$ cat src/wake_port_pkg.sv
/*
 * Constants for the wake-up port block: register offsets, reset values
 * and glitch filter timing.
 * Assumes a 25 MHz bus clock and a 32-bit AXI4-Lite register bus.
 */
package wake_port_pkg;

    // Port width
    localparam int PORT_W = 8;

    // Register byte offsets
    localparam logic [5:0] OFS_DATA = 6'h00;
    localparam logic [5:0] OFS_DIR = 6'h04;
    localparam logic [5:0] OFS_INPUT = 6'h08;
    localparam logic [5:0] OFS_DRIVE = 6'h0c;
    localparam logic [5:0] OFS_PULL_EN = 6'h10;
    localparam logic [5:0] OFS_PULL_SEL = 6'h14;
    localparam logic [5:0] OFS_SENSE = 6'h18;
    localparam logic [5:0] OFS_IRQ_EN = 6'h1c;
    localparam logic [5:0] OFS_IRQ_FLAG = 6'h20;
    localparam logic [5:0] OFS_PWM_SEL = 6'h24;
    localparam logic [5:0] OFS_MODE = 6'h28;

    // Reset values
    localparam logic [7:0] RST_ZERO = 8'h00;

    // Mode register field positions
    localparam int MODE_STOP_BIT = 0;
    localparam int MODE_WAIT_BIT = 1;

    // AXI responses
    localparam logic [1:0] RESP_OKAY = 2'h0;
    localparam logic [1:0] RESP_SLVERR = 2'h2;

    // Timing
    localparam int CLK_MHZ = 25;
    localparam int RUN_IGNORE_CLKS = 3;
    localparam int RUN_VALID_CLKS = 4;
    localparam real STOP_IGNORE_US = 3.2;
    localparam real STOP_VALID_US = 10.0;
    // Stop filter length: at least the ignore time, at most the valid time
    localparam int STOP_FILT_CLKS = int'($ceil(STOP_IGNORE_US * CLK_MHZ)) + 1;
    localparam int STOP_MAX_CLKS = int'($floor(STOP_VALID_US * CLK_MHZ));

endpackage
$ cat src/pin_glitch_filter.sv
/*
 * One-pin glitch filter: the output follows the input only once the input
 * has held a new level for a selectable number of consecutive clocks.
 * Assumes the input is synchronous to clk_i.
 */
`timescale 1ns/1ps
module pin_glitch_filter
    import wake_port_pkg::*;
#(
    parameter int CNT_W = 8
) (
    // Clock and reset
    input wire logic clk_i,
    input wire logic srst_i,
    // Pin and length select
    input wire logic pin_i,
    input wire logic long_i,
    input wire logic [CNT_W-1:0] long_len_i,
    // Filtered level
    output logic level_o
);

    logic [CNT_W-1:0] count;
    logic [CNT_W-1:0] need;

    // Required stable length
    assign need = long_i ? long_len_i : CNT_W'(RUN_VALID_CLKS);

    // Count cycles of disagreement, accept when long enough
    always_ff @(posedge clk_i) begin
        if (srst_i) begin
            count <= '0;
            level_o <= 1'b0;
        end else if (pin_i == level_o) begin
            count <= '0;
        end else if (count + CNT_W'(1) >= need) begin
            level_o <= pin_i;
            count <= '0;
        end else begin
            count <= count + CNT_W'(1);
        end
    end

endmodule

$ cat src/wake_port.sv
/*
 * Eight-pin general purpose port with per-pin filtered edge interrupts,
 * keypad wake-up, pin configuration and pulse-width modulator takeover.
 * Assumes synchronous pin inputs, one 25 MHz clock and an AXI4-Lite master
 * that keeps to the usual valid/ready rules.
 */
`timescale 1ns/1ps
module wake_port
    import wake_port_pkg::*;
#(
    parameter int N = PORT_W
) (
    // Clock and reset
    input wire logic clk_i,
    input wire logic srst_i,
    // AXI4-Lite write address
    input wire logic [5:0] s_axi_awaddr,
    input wire logic s_axi_awvalid,
    output logic s_axi_awready,
    // AXI4-Lite write data
    input wire logic [31:0] s_axi_wdata,
    input wire logic [3:0] s_axi_wstrb,
    input wire logic s_axi_wvalid,
    output logic s_axi_wready,
    // AXI4-Lite write response
    output logic [1:0] s_axi_bresp,
    output logic s_axi_bvalid,
    input wire logic s_axi_bready,
    // AXI4-Lite read address
    input wire logic [5:0] s_axi_araddr,
    input wire logic s_axi_arvalid,
    output logic s_axi_arready,
    // AXI4-Lite read data
    output logic [31:0] s_axi_rdata,
    output logic [1:0] s_axi_rresp,
    output logic s_axi_rvalid,
    input wire logic s_axi_rready,
    // Pins
    input wire logic [N-1:0] wake_port_pins_i,
    output logic [N-1:0] wake_port_pins_o,
    output logic [N-1:0] wake_port_pins_oe_o,
    output logic [N-1:0] reduced_drive_o,
    output logic [N-1:0] pull_enable_o,
    output logic [N-1:0] pull_up_o,
    // Modulator outputs
    input wire logic [N-1:0] pwm_i,
    // Interrupt and wake
    output logic irq_o,
    output logic wake_o
);

    localparam int FW = 9;

    // Software registers
    logic [N-1:0] port_data;
    logic [N-1:0] dir;
    logic [N-1:0] drive;
    logic [N-1:0] pull_en;
    logic [N-1:0] pull_sel;
    logic [N-1:0] edge_sensitivity_select;
    logic [N-1:0] irq_en;
    logic [N-1:0] irq_flag;
    logic [N-1:0] pwm_sel;
    logic [1:0] mode;
    // Filter state and pin drive
    logic [N-1:0] filt;
    logic [N-1:0] filt_d;
    logic [N-1:0] edge_hit;
    logic [N-1:0] pin_out;
    // Bus state
    logic [5:0] aw_addr;
    logic aw_held;
    logic [31:0] w_data;
    logic [3:0] w_strb;
    logic w_held;
    logic do_write;
    logic [N-1:0] wr_val;

    // Byte-lane merge of the low byte
    function automatic logic [7:0] merge(input logic [7:0] old, input logic [31:0] d,
                                         input logic [3:0] s);
        merge = s[0] ? d[7:0] : old;
    endfunction

    // Offset is mapped
    function automatic logic mapped(input logic [5:0] a);
        mapped = (a <= OFS_MODE) && (a[1:0] == 2'h0);
    endfunction

    // Write of one register offset this cycle
    function automatic logic wr_at(input logic go, input logic [5:0] a, input logic [5:0] ofs);
        wr_at = go && (a == ofs);
    endfunction

    // Per-pin glitch filters, long length while stopped
    for (genvar i = 0; i < N; i++) begin : g_filt
        pin_glitch_filter #(
            .CNT_W(FW)
        ) u_filt (
            .clk_i(clk_i),
            .srst_i(srst_i),
            .pin_i(wake_port_pins_i[i]),
            .long_i(mode[MODE_STOP_BIT]),
            .long_len_i(FW'(STOP_FILT_CLKS)),
            .level_o(filt[i])
        );
    end

    // Previous filtered level
    always_ff @(posedge clk_i) begin
        if (srst_i) begin
            filt_d <= '0;
        end else begin
            filt_d <= filt;
        end
    end

    // Selected edge per pin, taken from pin level whatever the direction
    assign edge_hit = (filt & ~filt_d & edge_sensitivity_select) |
                      (~filt & filt_d & ~edge_sensitivity_select);

    // Write address and data latch, taken in either order
    assign s_axi_awready = !aw_held && !s_axi_bvalid;
    assign s_axi_wready = !w_held && !s_axi_bvalid;
    assign do_write = aw_held && w_held && !s_axi_bvalid;

    // Write address holder; a new address cannot meet do_write
    always_ff @(posedge clk_i) begin
        if (srst_i) begin
            aw_held <= 1'b0;
            aw_addr <= '0;
        end else if (s_axi_awvalid && s_axi_awready) begin
            aw_held <= 1'b1;
            aw_addr <= s_axi_awaddr;
        end else if (do_write) begin
            aw_held <= 1'b0;
        end
    end

    // Write data holder
    always_ff @(posedge clk_i) begin
        if (srst_i) begin
            w_held <= 1'b0;
            w_data <= '0;
            w_strb <= '0;
        end else if (s_axi_wvalid && s_axi_wready) begin
            w_held <= 1'b1;
            w_data <= s_axi_wdata;
            w_strb <= s_axi_wstrb;
        end else if (do_write) begin
            w_held <= 1'b0;
        end
    end

    // Write response
    always_ff @(posedge clk_i) begin
        if (srst_i) begin
            s_axi_bvalid <= 1'b0;
            s_axi_bresp <= RESP_OKAY;
        end else if (do_write) begin
            s_axi_bvalid <= 1'b1;
            s_axi_bresp <= mapped(aw_addr) ? RESP_OKAY : RESP_SLVERR;
        end else if (s_axi_bready) begin
            s_axi_bvalid <= 1'b0;
        end
    end

    // Port data latch
    always_ff @(posedge clk_i) begin
        if (srst_i) begin
            port_data <= RST_ZERO;
        end else if (wr_at(do_write, aw_addr, OFS_DATA)) begin
            port_data <= merge(port_data, w_data, w_strb);
        end
    end

    // Direction, zero at reset so pins start as inputs
    always_ff @(posedge clk_i) begin
        if (srst_i) begin
            dir <= RST_ZERO;
        end else if (wr_at(do_write, aw_addr, OFS_DIR)) begin
            dir <= merge(dir, w_data, w_strb);
        end
    end

    // Reduced drive select
    always_ff @(posedge clk_i) begin
        if (srst_i) begin
            drive <= RST_ZERO;
        end else if (wr_at(do_write, aw_addr, OFS_DRIVE)) begin
            drive <= merge(drive, w_data, w_strb);
        end
    end

    // Pull device enable
    always_ff @(posedge clk_i) begin
        if (srst_i) begin
            pull_en <= RST_ZERO;
        end else if (wr_at(do_write, aw_addr, OFS_PULL_EN)) begin
            pull_en <= merge(pull_en, w_data, w_strb);
        end
    end

    // Pull direction, one for up
    always_ff @(posedge clk_i) begin
        if (srst_i) begin
            pull_sel <= RST_ZERO;
        end else if (wr_at(do_write, aw_addr, OFS_PULL_SEL)) begin
            pull_sel <= merge(pull_sel, w_data, w_strb);
        end
    end

    // Edge select, one for rising
    always_ff @(posedge clk_i) begin
        if (srst_i) begin
            edge_sensitivity_select <= RST_ZERO;
        end else if (wr_at(do_write, aw_addr, OFS_SENSE)) begin
            edge_sensitivity_select <= merge(edge_sensitivity_select, w_data, w_strb);
        end
    end

    // Interrupt enable per pin
    always_ff @(posedge clk_i) begin
        if (srst_i) begin
            irq_en <= RST_ZERO;
        end else if (wr_at(do_write, aw_addr, OFS_IRQ_EN)) begin
            irq_en <= merge(irq_en, w_data, w_strb);
        end
    end

    // Modulator takeover per pin
    always_ff @(posedge clk_i) begin
        if (srst_i) begin
            pwm_sel <= RST_ZERO;
        end else if (wr_at(do_write, aw_addr, OFS_PWM_SEL)) begin
            pwm_sel <= merge(pwm_sel, w_data, w_strb);
        end
    end

    // Low-power mode, stands in for the processor state
    always_ff @(posedge clk_i) begin
        if (srst_i) begin
            mode <= 2'h0;
        end else if (wr_at(do_write, aw_addr, OFS_MODE) && w_strb[0]) begin
            mode <= w_data[1:0];
        end
    end

    // Ones written to the flag register, per byte lane
    assign wr_val = (wr_at(do_write, aw_addr, OFS_IRQ_FLAG) && w_strb[0]) ? w_data[7:0] : '0;

    // Sticky flags: set wins over a write-one clear
    always_ff @(posedge clk_i) begin
        if (srst_i) begin
            irq_flag <= RST_ZERO;
        end else begin
            irq_flag <= (irq_flag & ~wr_val) | edge_hit;
        end
    end

    // Single or-combined interrupt request
    always_ff @(posedge clk_i) begin
        if (srst_i) begin
            irq_o <= 1'b0;
        end else begin
            irq_o <= |(irq_flag & irq_en);
        end
    end

    // Wake request while a low-power mode is set
    always_ff @(posedge clk_i) begin
        if (srst_i) begin
            wake_o <= 1'b0;
        end else begin
            wake_o <= (|(irq_flag & irq_en)) && (|mode);
        end
    end

    // Pin drive: modulator or port data, enable from direction or modulator select
    assign pin_out = (pwm_sel & pwm_i) | (~pwm_sel & port_data);

    always_ff @(posedge clk_i) begin
        if (srst_i) begin
            wake_port_pins_o <= '0;
            wake_port_pins_oe_o <= '0;
        end else begin
            wake_port_pins_o <= pin_out;
            wake_port_pins_oe_o <= dir | pwm_sel;
        end
    end

    // Pad strength and pulls, pulls off on pins set as outputs in dir
    always_ff @(posedge clk_i) begin
        if (srst_i) begin
            reduced_drive_o <= '0;
            pull_enable_o <= '0;
            pull_up_o <= '0;
        end else begin
            reduced_drive_o <= drive;
            pull_enable_o <= pull_en & ~dir;
            pull_up_o <= pull_sel;
        end
    end

    // Read channel, one cycle after the address is taken
    assign s_axi_arready = !s_axi_rvalid;

    always_ff @(posedge clk_i) begin
        if (srst_i) begin
            s_axi_rvalid <= 1'b0;
            s_axi_rdata <= '0;
            s_axi_rresp <= RESP_OKAY;
        end else if (s_axi_arvalid && s_axi_arready) begin
            s_axi_rvalid <= 1'b1;
            s_axi_rresp <= mapped(s_axi_araddr) ? RESP_OKAY : RESP_SLVERR;
            case (s_axi_araddr)
                OFS_DATA: s_axi_rdata <= {24'h0, port_data};
                OFS_DIR: s_axi_rdata <= {24'h0, dir};
                OFS_INPUT: s_axi_rdata <= {24'h0, wake_port_pins_i};
                OFS_DRIVE: s_axi_rdata <= {24'h0, drive};
                OFS_PULL_EN: s_axi_rdata <= {24'h0, pull_en};
                OFS_PULL_SEL: s_axi_rdata <= {24'h0, pull_sel};
                OFS_SENSE: s_axi_rdata <= {24'h0, edge_sensitivity_select};
                OFS_IRQ_EN: s_axi_rdata <= {24'h0, irq_en};
                OFS_IRQ_FLAG: s_axi_rdata <= {24'h0, irq_flag};
                OFS_PWM_SEL: s_axi_rdata <= {24'h0, pwm_sel};
                OFS_MODE: s_axi_rdata <= {30'h0, mode};
                default: s_axi_rdata <= 32'h0;
            endcase
        end else if (s_axi_rready) begin
            s_axi_rvalid <= 1'b0;
        end
    end

endmodule

$ cat config.mk
export PLATFORM = sky130hd
export DESIGN_NAME = wake_port
export DESIGN_NICKNAME = d
export VERILOG_FILES = /design/src/wake_port_pkg.sv /design/src/pin_glitch_filter.sv /design/src/wake_port.sv
export SDC_FILE = /design/constraint.sdc
export NUM_CORES = 1
export LEC_CHECK = 0
export ABC_CLOCK_PERIOD_IN_PS = 8200
export BUFFER_PORTS_ARGS = -buffer_cell sky130_fd_sc_hd__buf_2
export CAP_MARGIN = 20
export CELL_PAD_IN_SITES_DETAIL_PLACEMENT = 1
export CELL_PAD_IN_SITES_GLOBAL_PLACEMENT = 1
export CORE_UTILIZATION = 31
export DETAILED_ROUTE_END_ITERATION = 6
export PLACE_DENSITY_LB_ADDON = 0.15
export SKIP_LAST_GASP = 1
export SYNTH_ARGS = -nofsm -noshare
export SYNTH_HDL_FRONTEND = slang
export SYNTH_SLANG_ARGS = --single-unit
$ cat constraint.sdc
create_clock -name clk_i -period 8.2 [get_ports clk_i]
set_input_delay 0.41 -clock clk_i [delete_from_list [all_inputs] [get_ports clk_i]]
set_output_delay 0.41 -clock clk_i [all_outputs]
set_load 0.02 [all_outputs]
==> results of run 1 <==
final timing paths:
kind	end	depth (start not counted)
worst max-delay path	pwm_sel[2]	5
worst min-delay path	s_axi_rvalid	2
worst max register to register	pwm_sel[2]	5
worst min register to register	g_filt[0].u_filt.count[0]	1
cell usage after synthesis, types with 4 or more instances:
master                     count  area, sq um
sky130_fd_sc_hd__nand2b_1     10         62.6
sky130_fd_sc_hd__o31ai_1       4         30.0
sky130_fd_sc_hd__a21oi_1      28          140
sky130_fd_sc_hd__nand3_1      41          205
sky130_fd_sc_hd__mux2_2        4         45.0
sky130_fd_sc_hd__a21o_1        9         67.6
sky130_fd_sc_hd__inv_1        19         71.3
sky130_fd_sc_hd__a211o_1       4         35.0
sky130_fd_sc_hd__ha_1         40          500
sky130_fd_sc_hd__nor3b_1      17          128
sky130_fd_sc_hd__nor3_1       16         80.1
sky130_fd_sc_hd__o21ai_0      14         70.1
sky130_fd_sc_hd__xor2_1       21          184
sky130_fd_sc_hd__dfxtp_1     233         4660
sky130_fd_sc_hd__nand2_1      54          203
sky130_fd_sc_hd__a22oi_1      40          300
sky130_fd_sc_hd__a211oi_1      5         37.5
sky130_fd_sc_hd__mux2i_1      87          871
sky130_fd_sc_hd__nand3b_1      6         45.0
sky130_fd_sc_hd__buf_1         6         22.5
sky130_fd_sc_hd__nor2_1      158          593
sky130_fd_sc_hd__nor2b_2       8         70.1
sky130_fd_sc_hd__and2_1        4         25.0
sky130_fd_sc_hd__or3_1         4         25.0
sky130_fd_sc_hd__clkbuf_1     27          101
sky130_fd_sc_hd__buf_4        30          225
sky130_fd_sc_hd__and4_1        4         35.0
sky130_fd_sc_hd__nand4_1      11         68.8
sky130_fd_sc_hd__and3_1       15         93.8
sky130_fd_sc_hd__nor2_2        4         25.0
sky130_fd_sc_hd__nor2b_1      51          319
sky130_fd_sc_hd__xnor2_1      33          289
sky130_fd_sc_hd__o21bai_1      4         30.0
sky130_fd_sc_hd__a31oi_1       7         43.8
routing by layer:
| metal | up-vias | part of all wire [%] | wire [microns] |
|---|---|---|---|
| li1 | 3914 | - | - |
| met2 | 134 | 46 | 13400 |
| met4 | 0 | 1.7 | 482 |
| met1 | 3843 | 48 | 13900 |
| met3 | 34 | 4.1 | 1200 |
| met5 | - | 0 | 0 |
worst max-delay path: stages, from the launching register on:
cell and delay, ns:
sky130_fd_sc_hd__dfxtp_1 0.35, sky130_fd_sc_hd__nand4b_1 0.35, sky130_fd_sc_hd__nor3b_2 0.85, sky130_fd_sc_hd__nor2b_1 0.96
sky130_fd_sc_hd__mux2i_1 0.28, sky130_fd_sc_hd__nor2_1 0.05
per-stage QoR:
| step | instance area [sq um] | power [uW] | setup WS [ns] |
|---|---|---|---|
| final | 12100 | 2590 | 5.21 |
| after global routing | 12100 | 2700 | 5.00 |
| after CTS | 12100 | 2630 | 5.19 |
| after detailed placement | 11100 | 1320 | 5.25 |
| after global placement | 11100 | 1320 | 5.22 |
| after floorplan | 10400 | 1280 | 5.40 |
logic make-up after synthesis:
group / Yosys count / share of synthesized area (%)
compound gates: 144 / 9.78
xor+xnor: 54 / 4.62
fa+ha+maj: 40 / 4.89
buf+inv: 86 / 4.43
flops: 233 / 45.6
mux: 91 / 8.95
other cells: 1 / 0.0366
simple gates: 427 / 21.7
power groups by stage:
stage               Sequential [uW]  Clock [uW]  Combinational [uW]
CTS                            1180        1330                 119
detailed placement             1210           0                 118
finish                         1180        1290                 117
global route                   1180        1390                 131
global placement               1210           0                 117
floorplan                      1190           0                94.4
layout by cell type, fill, tap and decap left out, types with 5 or more instances in the layout:
cell type                   count
sky130_fd_sc_hd__clkbuf_1       7
sky130_fd_sc_hd__nor2b_1       51
sky130_fd_sc_hd__a211oi_1       5
sky130_fd_sc_hd__a31oi_1        7
sky130_fd_sc_hd__conb_1        42
sky130_fd_sc_hd__xnor2_1       33
sky130_fd_sc_hd__nand3b_1       6
sky130_fd_sc_hd__inv_1         19
sky130_fd_sc_hd__nor3b_1       17
sky130_fd_sc_hd__nor3_1        16
sky130_fd_sc_hd__nor2b_2        8
sky130_fd_sc_hd__nand3_1       41
sky130_fd_sc_hd__nand4_1       11
sky130_fd_sc_hd__nand2_1       54
sky130_fd_sc_hd__a21o_1         9
sky130_fd_sc_hd__ha_1          40
sky130_fd_sc_hd__xor2_1        21
sky130_fd_sc_hd__buf_2         99
sky130_fd_sc_hd__o21ai_0       14
sky130_fd_sc_hd__clkbuf_8       9
sky130_fd_sc_hd__mux2i_1       87
sky130_fd_sc_hd__nor2_1       158
sky130_fd_sc_hd__buf_4          8
sky130_fd_sc_hd__a22oi_1       40
sky130_fd_sc_hd__and3_1        15
sky130_fd_sc_hd__clkbuf_16     29
sky130_fd_sc_hd__nand2b_1      10
sky130_fd_sc_hd__dfxtp_1      233
sky130_fd_sc_hd__a21oi_1       28
layout make-up:
type	instances	area share [%]
multi-input combinational	798	43.5
inverter	19	0.589
sequential	233	38.5
tap	442	4.57
timing repair buffer	109	4.71
clock inverter	5	0.827
clock buffer	44	7.21
==> impl_metrics.ini, run 1 <==
[status]
run_status = finished, final reports clean

[final_layout]
layout.filler_cells = 3797
max_flop_register = g_filt.u_filt.count
n_antenna_cell = 0
flip_flop_count_of_the_largest_register_after_layout = 72
seq_area_sq_mm = 0.00466
finalCoreUtilization_pct = 37.2
drive_above_1_share_pct = 15.3
syn2layout_area_growth_pct = 18.3
finish.net_count = 1300
total_area_of_multi_input_combinational_cells_sq_mm = 0.00527
finish.cell_count_without_fillers = 1650

[place]
numPlacedInstances = 1600
place.detailed.hpwl_mm = 20.8
gp_congestion = 0.746
port_buffers = 100

[clock_tree]
cts_hold_buf = 0
cts_buf_count = 28
cts_root_buffer = sky130_fd_sc_hd__clkbuf_16
clk_latency_ns = 0.54
tritoncts = built
cts.sink_count = 233
post_cts_buffers = 0
clkTransAtPathRegs_ns = 0.06
h_tree_depth_reported_by_cts = 1
cts_repair_resize_count = 0
clock_tree.buffer_depth = 3

[global_route]
grt_util_all_layers_pct = 17.4
grt.met2_usage_pct = 29.0
grt_max_degree = 78
antenna_found_initial = 0
grt_remaining_overflow = 0
grt_first_pass_wirelength_mm = 45.9
top_usage_layer = met2
global_route.usage.met1_pct = 23.3
grt_pass1_vias = 8134
global_route.usage.met3_pct = 2.73

[floorplanning]
chipWidth_microns = 184
floorplan.initialDensity_pct = 31.5
placementRows = 66
core-area_sq_mm = 0.0325
ios = 154
chipHeight_microns = 184
die-area_sq_mm = 0.0337

[min_path]
holdCritStartpoint = s_axi_rready
min_path_type = input pin to register

[critical_path]
critical_path_origin = s_axi_bvalid
crit_type = register to register
crit_fanout = 10
crit_path_end_kind = register
worstReg2RegStart = s_axi_bvalid
timing.critical_path.from_type = register
reg2reg_setup_slack_ns = 5.21
arrival_ns = 3.39
worstPathRequired_ns = 8.59

[sta]
finalCriticalPeriod_ns = 2.99
maxSlewHeadroom_pct = 25.6
final_count_of_hold_timing_violations = 0
final_hold_slack_ns = 0.0596
slew_violations = 0
layout_worst_path_cycle_share_pct = 36.5
worst_pin_slew_ns = 1.11
unrepaired_setup_endpoints_after_global_routing = no
final.setup.tns_ns = 0
timing.fmax_mhz = 334
setup_viol = 0
worst_clock_skew_ns = 0.00902

[synthesis]
synth_seq_area_share_pct = 45.6
synth_enable_flop_cells = 0
synthArstFlopShare_pct = 0
post_synth_inst_count = 1076
synthDistinctLibCells = 73
synthesis.area_per_instance_sq_um = 9.51
postSynth.topFlopCell = sky130_fd_sc_hd__dfxtp_1
mapped_cell_area_sq_mm = 0.0102
yosysWarningCount = 0
ys_ff_latch = 233

[pwr]
switching_share_pct = 22.5
share_comb_of_total_power_pct = 4.5
p_leak_uw = 0.00489
switchingPower_uw = 584
power_report.internal_total_uw = 2010
power_density_mw_per_mm2 = 214
ir_drop_uv = 120
share_clk_of_total_power_pct = 49.9
seq_power_share_pct = 45.5

[route]
viasPerCell = 4.80
wire_per_inst_microns = 17.6
drc_errors = 0
num_vias = 7925
drt_iter0_markers = 422
drt-pass1-iter-count = 4
postRouteWirelength_mm = 29.0
ant_nets = 0

[run]
max_cap_violations = 0
Note: power is estimated with default switching activity, not from simulation.
==> run 2, diff against run 1 <==
--- a/config.mk
+++ b/config.mk
@@ -5,7 +5,7 @@
 export SDC_FILE = /design/constraint.sdc
 export NUM_CORES = 1
 export LEC_CHECK = 0
-export ABC_CLOCK_PERIOD_IN_PS = 8200
+export ABC_CLOCK_PERIOD_IN_PS = 2900
 export BUFFER_PORTS_ARGS = -buffer_cell sky130_fd_sc_hd__buf_2
 export CAP_MARGIN = 20
 export CELL_PAD_IN_SITES_DETAIL_PLACEMENT = 1
==> constraint.sdc (replaced) <==
create_clock -name clk_i -period 2.9 [get_ports clk_i]
set_input_delay 0.145 -clock clk_i [delete_from_list [all_inputs] [get_ports clk_i]]
set_output_delay 0.145 -clock clk_i [all_outputs]
set_load 0.02 [all_outputs]
==> run 2 against run 1 <==
Compared with the run above: first-iteration DRC count is 9.7% lower; die area unchanged; highest routed layer unchanged; critical endpoint is now g_filt[6].u_filt.level_o; register-to-register slack got worse by 5.0 ns; sequential share of layout area down 1.3 points; power grew to 2.8 times the previous value; non-clock buffer count increased by 48.
==> impl_metrics.ini, run 2 (synthesis results as in run 1) <==
[critical_path]
worstPathRequired_ns = 3.33
critical-path-top-cell-by-count = sky130_fd_sc_hd__ha_1
reg2reg_setup_slack_ns = 0.25
critical_path.top_delay_family = compound AO/OA/AOI/OAI gates
worstReg2RegStart = g_filt[6].u_filt.count[0]
crit_type = register to register
ff2ff_path_depth = 10
timing.critical_path.buf_inv = 0
crit_fanout = 5
max_stage_delay_ns = 0.40
timing.critical_path.from_type = register
crit_path_top_delay_cell = sky130_fd_sc_hd__dfxtp_1
arrival_ns = 3.08
critical_path_origin = g_filt[6].u_filt.count[0]
reg2reg_to = g_filt[6].u_filt.level_o
worstPathCellList = ha_1 > nand3_1 > xnor2_1 > ha_1 > nand2_1 > nor3_2 > o22ai_1 > a211oi_1 > o31a_1 > mux2_2
crit_path_end_kind = register

[global_route]
grt_pass1_vias = 8171
grt_max_degree = 78
grt_util_all_layers_pct = 17.6
grt_first_pass_wirelength_mm = 46.4
antenna_found_initial = 0
grt_remaining_overflow = 0

[floorplanning]
placementRows = 66
chipHeight_microns = 184
floorplan.initialDensity_pct = 31.5
chipWidth_microns = 184
core-area_sq_mm = 0.0325
die-area_sq_mm = 0.0337
ios = 154

[clock_tree]
h_tree_depth_reported_by_cts = 1
clk_latency_ns = 0.54
clkTransAtPathRegs_ns = 0.06
cts_buf_count = 28
tritoncts = built
cts.sink_count = 233
clock_tree.buffer_depth = 3
cts_root_buffer = sky130_fd_sc_hd__clkbuf_16

[place]
place.detailed.hpwl_mm = 21.1
gp_congestion = 0.790
port_buffers = 100

[status]
run_status = finished, final reports clean

[sta]
maxSlewHeadroom_pct = 47.0
timing.fmax_mhz = 377
worst_pin_slew_ns = 0.792
final_count_of_hold_timing_violations = 0
final.setup.tns_ns = 0
slew_violations = 0
layout_worst_path_cycle_share_pct = 91.5
unrepaired_setup_endpoints_after_global_routing = no
final_hold_slack_ns = 0.00282
worst_clock_skew_ns = 0.00963
setup_viol = 0
finalCriticalPeriod_ns = 2.65

[route]
drt_iter0_markers = 381
viasPerCell = 4.82
num_vias = 8185
ant_nets = 0
drt-pass1-iter-count = 5
drc_errors = 0
wire_per_inst_microns = 17.3
postRouteWirelength_mm = 29.4

[pwr]
p_leak_uw = 0.00512
ir_drop_uv = 411
power_density_mw_per_mm2 = 581

[min_path]
holdCritStartpoint = wake_port_pins_i[5]
worstHoldPathCells = 3
min_path_type = input pin to register
min_delay_worst_endpoint = g_filt[5].u_filt.level_o

[final_layout]
n_antenna_cell = 0
mostFrequentLayoutCell = sky130_fd_sc_hd__dfxtp_1
most-common-layout-cells = sky130_fd_sc_hd__dfxtp_1 (233), sky130_fd_sc_hd__nor2_1 (158), sky130_fd_sc_hd__buf_2 (99)
flip_flop_count_of_the_largest_register_after_layout = 72
max_flop_register = g_filt.u_filt.count
drive_above_1_share_pct = 16.6
finish.net_count = 1348
layout.filler_cells = 3803
syn2layout_area_growth_pct = 22.4

[run]
max_cap_violations = 0
## run 2: area by class of cell
| type | count | area, sq um | share of cell area [%] |
|---|---|---|---|
| multi-input cells | 798 | 5280 | 42.1 |
| flip-flops and latches | 233 | 4660 | 37.2 |
| clock buffers | 42 | 865 | 6.90 |
| inverters | 19 | 71.3 | 0.569 |
| well taps | 442 | 553 | 4.41 |
| clock inverters | 6 | 80.1 | 0.639 |
| repair buffers | 157 | 1020 | 8.11 |
## run 2: power by group
group	switching [uW]	leakage, uW	total (uW)	internal, uW
logic	226	0.00276	372	146
registers	79.4	0.00189	3340	3260
clock network	1360	0.000471	3570	2210
## run 2: worst max path at each step
stage                                           end  slack [ns]  cells after the start
after detailed placement   g_filt[6].u_filt.level_o        0.16                     10
after global placement    g_filt[4].u_filt.count[5]        0.23                     10
after floorplan            g_filt[6].u_filt.level_o        0.10                      8
final                      g_filt[6].u_filt.level_o        0.25                     10
after global routing       g_filt[6].u_filt.level_o        0.07                     10
after CTS                  g_filt[6].u_filt.level_o        0.11                     10
## run 2: routing by layer
metal | vias to the layer above | track usage (%) | part of all wire [%]
met4 | 0 | 4.23 | 1.9
met5 | - | 0 | 0
met2 | 146 | 29.0 | 46
met1 | 3979 | 24.2 | 49
li1 | 4025 | - | -
met3 | 35 | 2.26 | 3.5
## run 2: tightest hold or removal path: stages
cell and delay [ns]:
sky130_fd_sc_hd__buf_2 0.17, sky130_fd_sc_hd__mux2i_1 0.10, sky130_fd_sc_hd__nor2_1 0.09
## run 2: what timing repair did
action,CTS,global route
setup endpoints to repair,0,6
hold buffers,29,0
hold endpoints to repair,28,0
resized for setup,0,2
buffers inserted,0,0
## run 2: per-stage QoR
step	total power (uW)	instances	utilization (%)	area (sq um)	setup slack [ns]
finish	7280	1697	38.5	12500	0.248
global route	7580	1697	38.5	12500	0.0669
CTS	7390	1697	38.5	12500	0.108
detailed placement	3750	1620	34.7	11300	0.158
global placement	3750	1620	34.7	11300	0.231
floorplan	3630	1117	-	10400	0.103
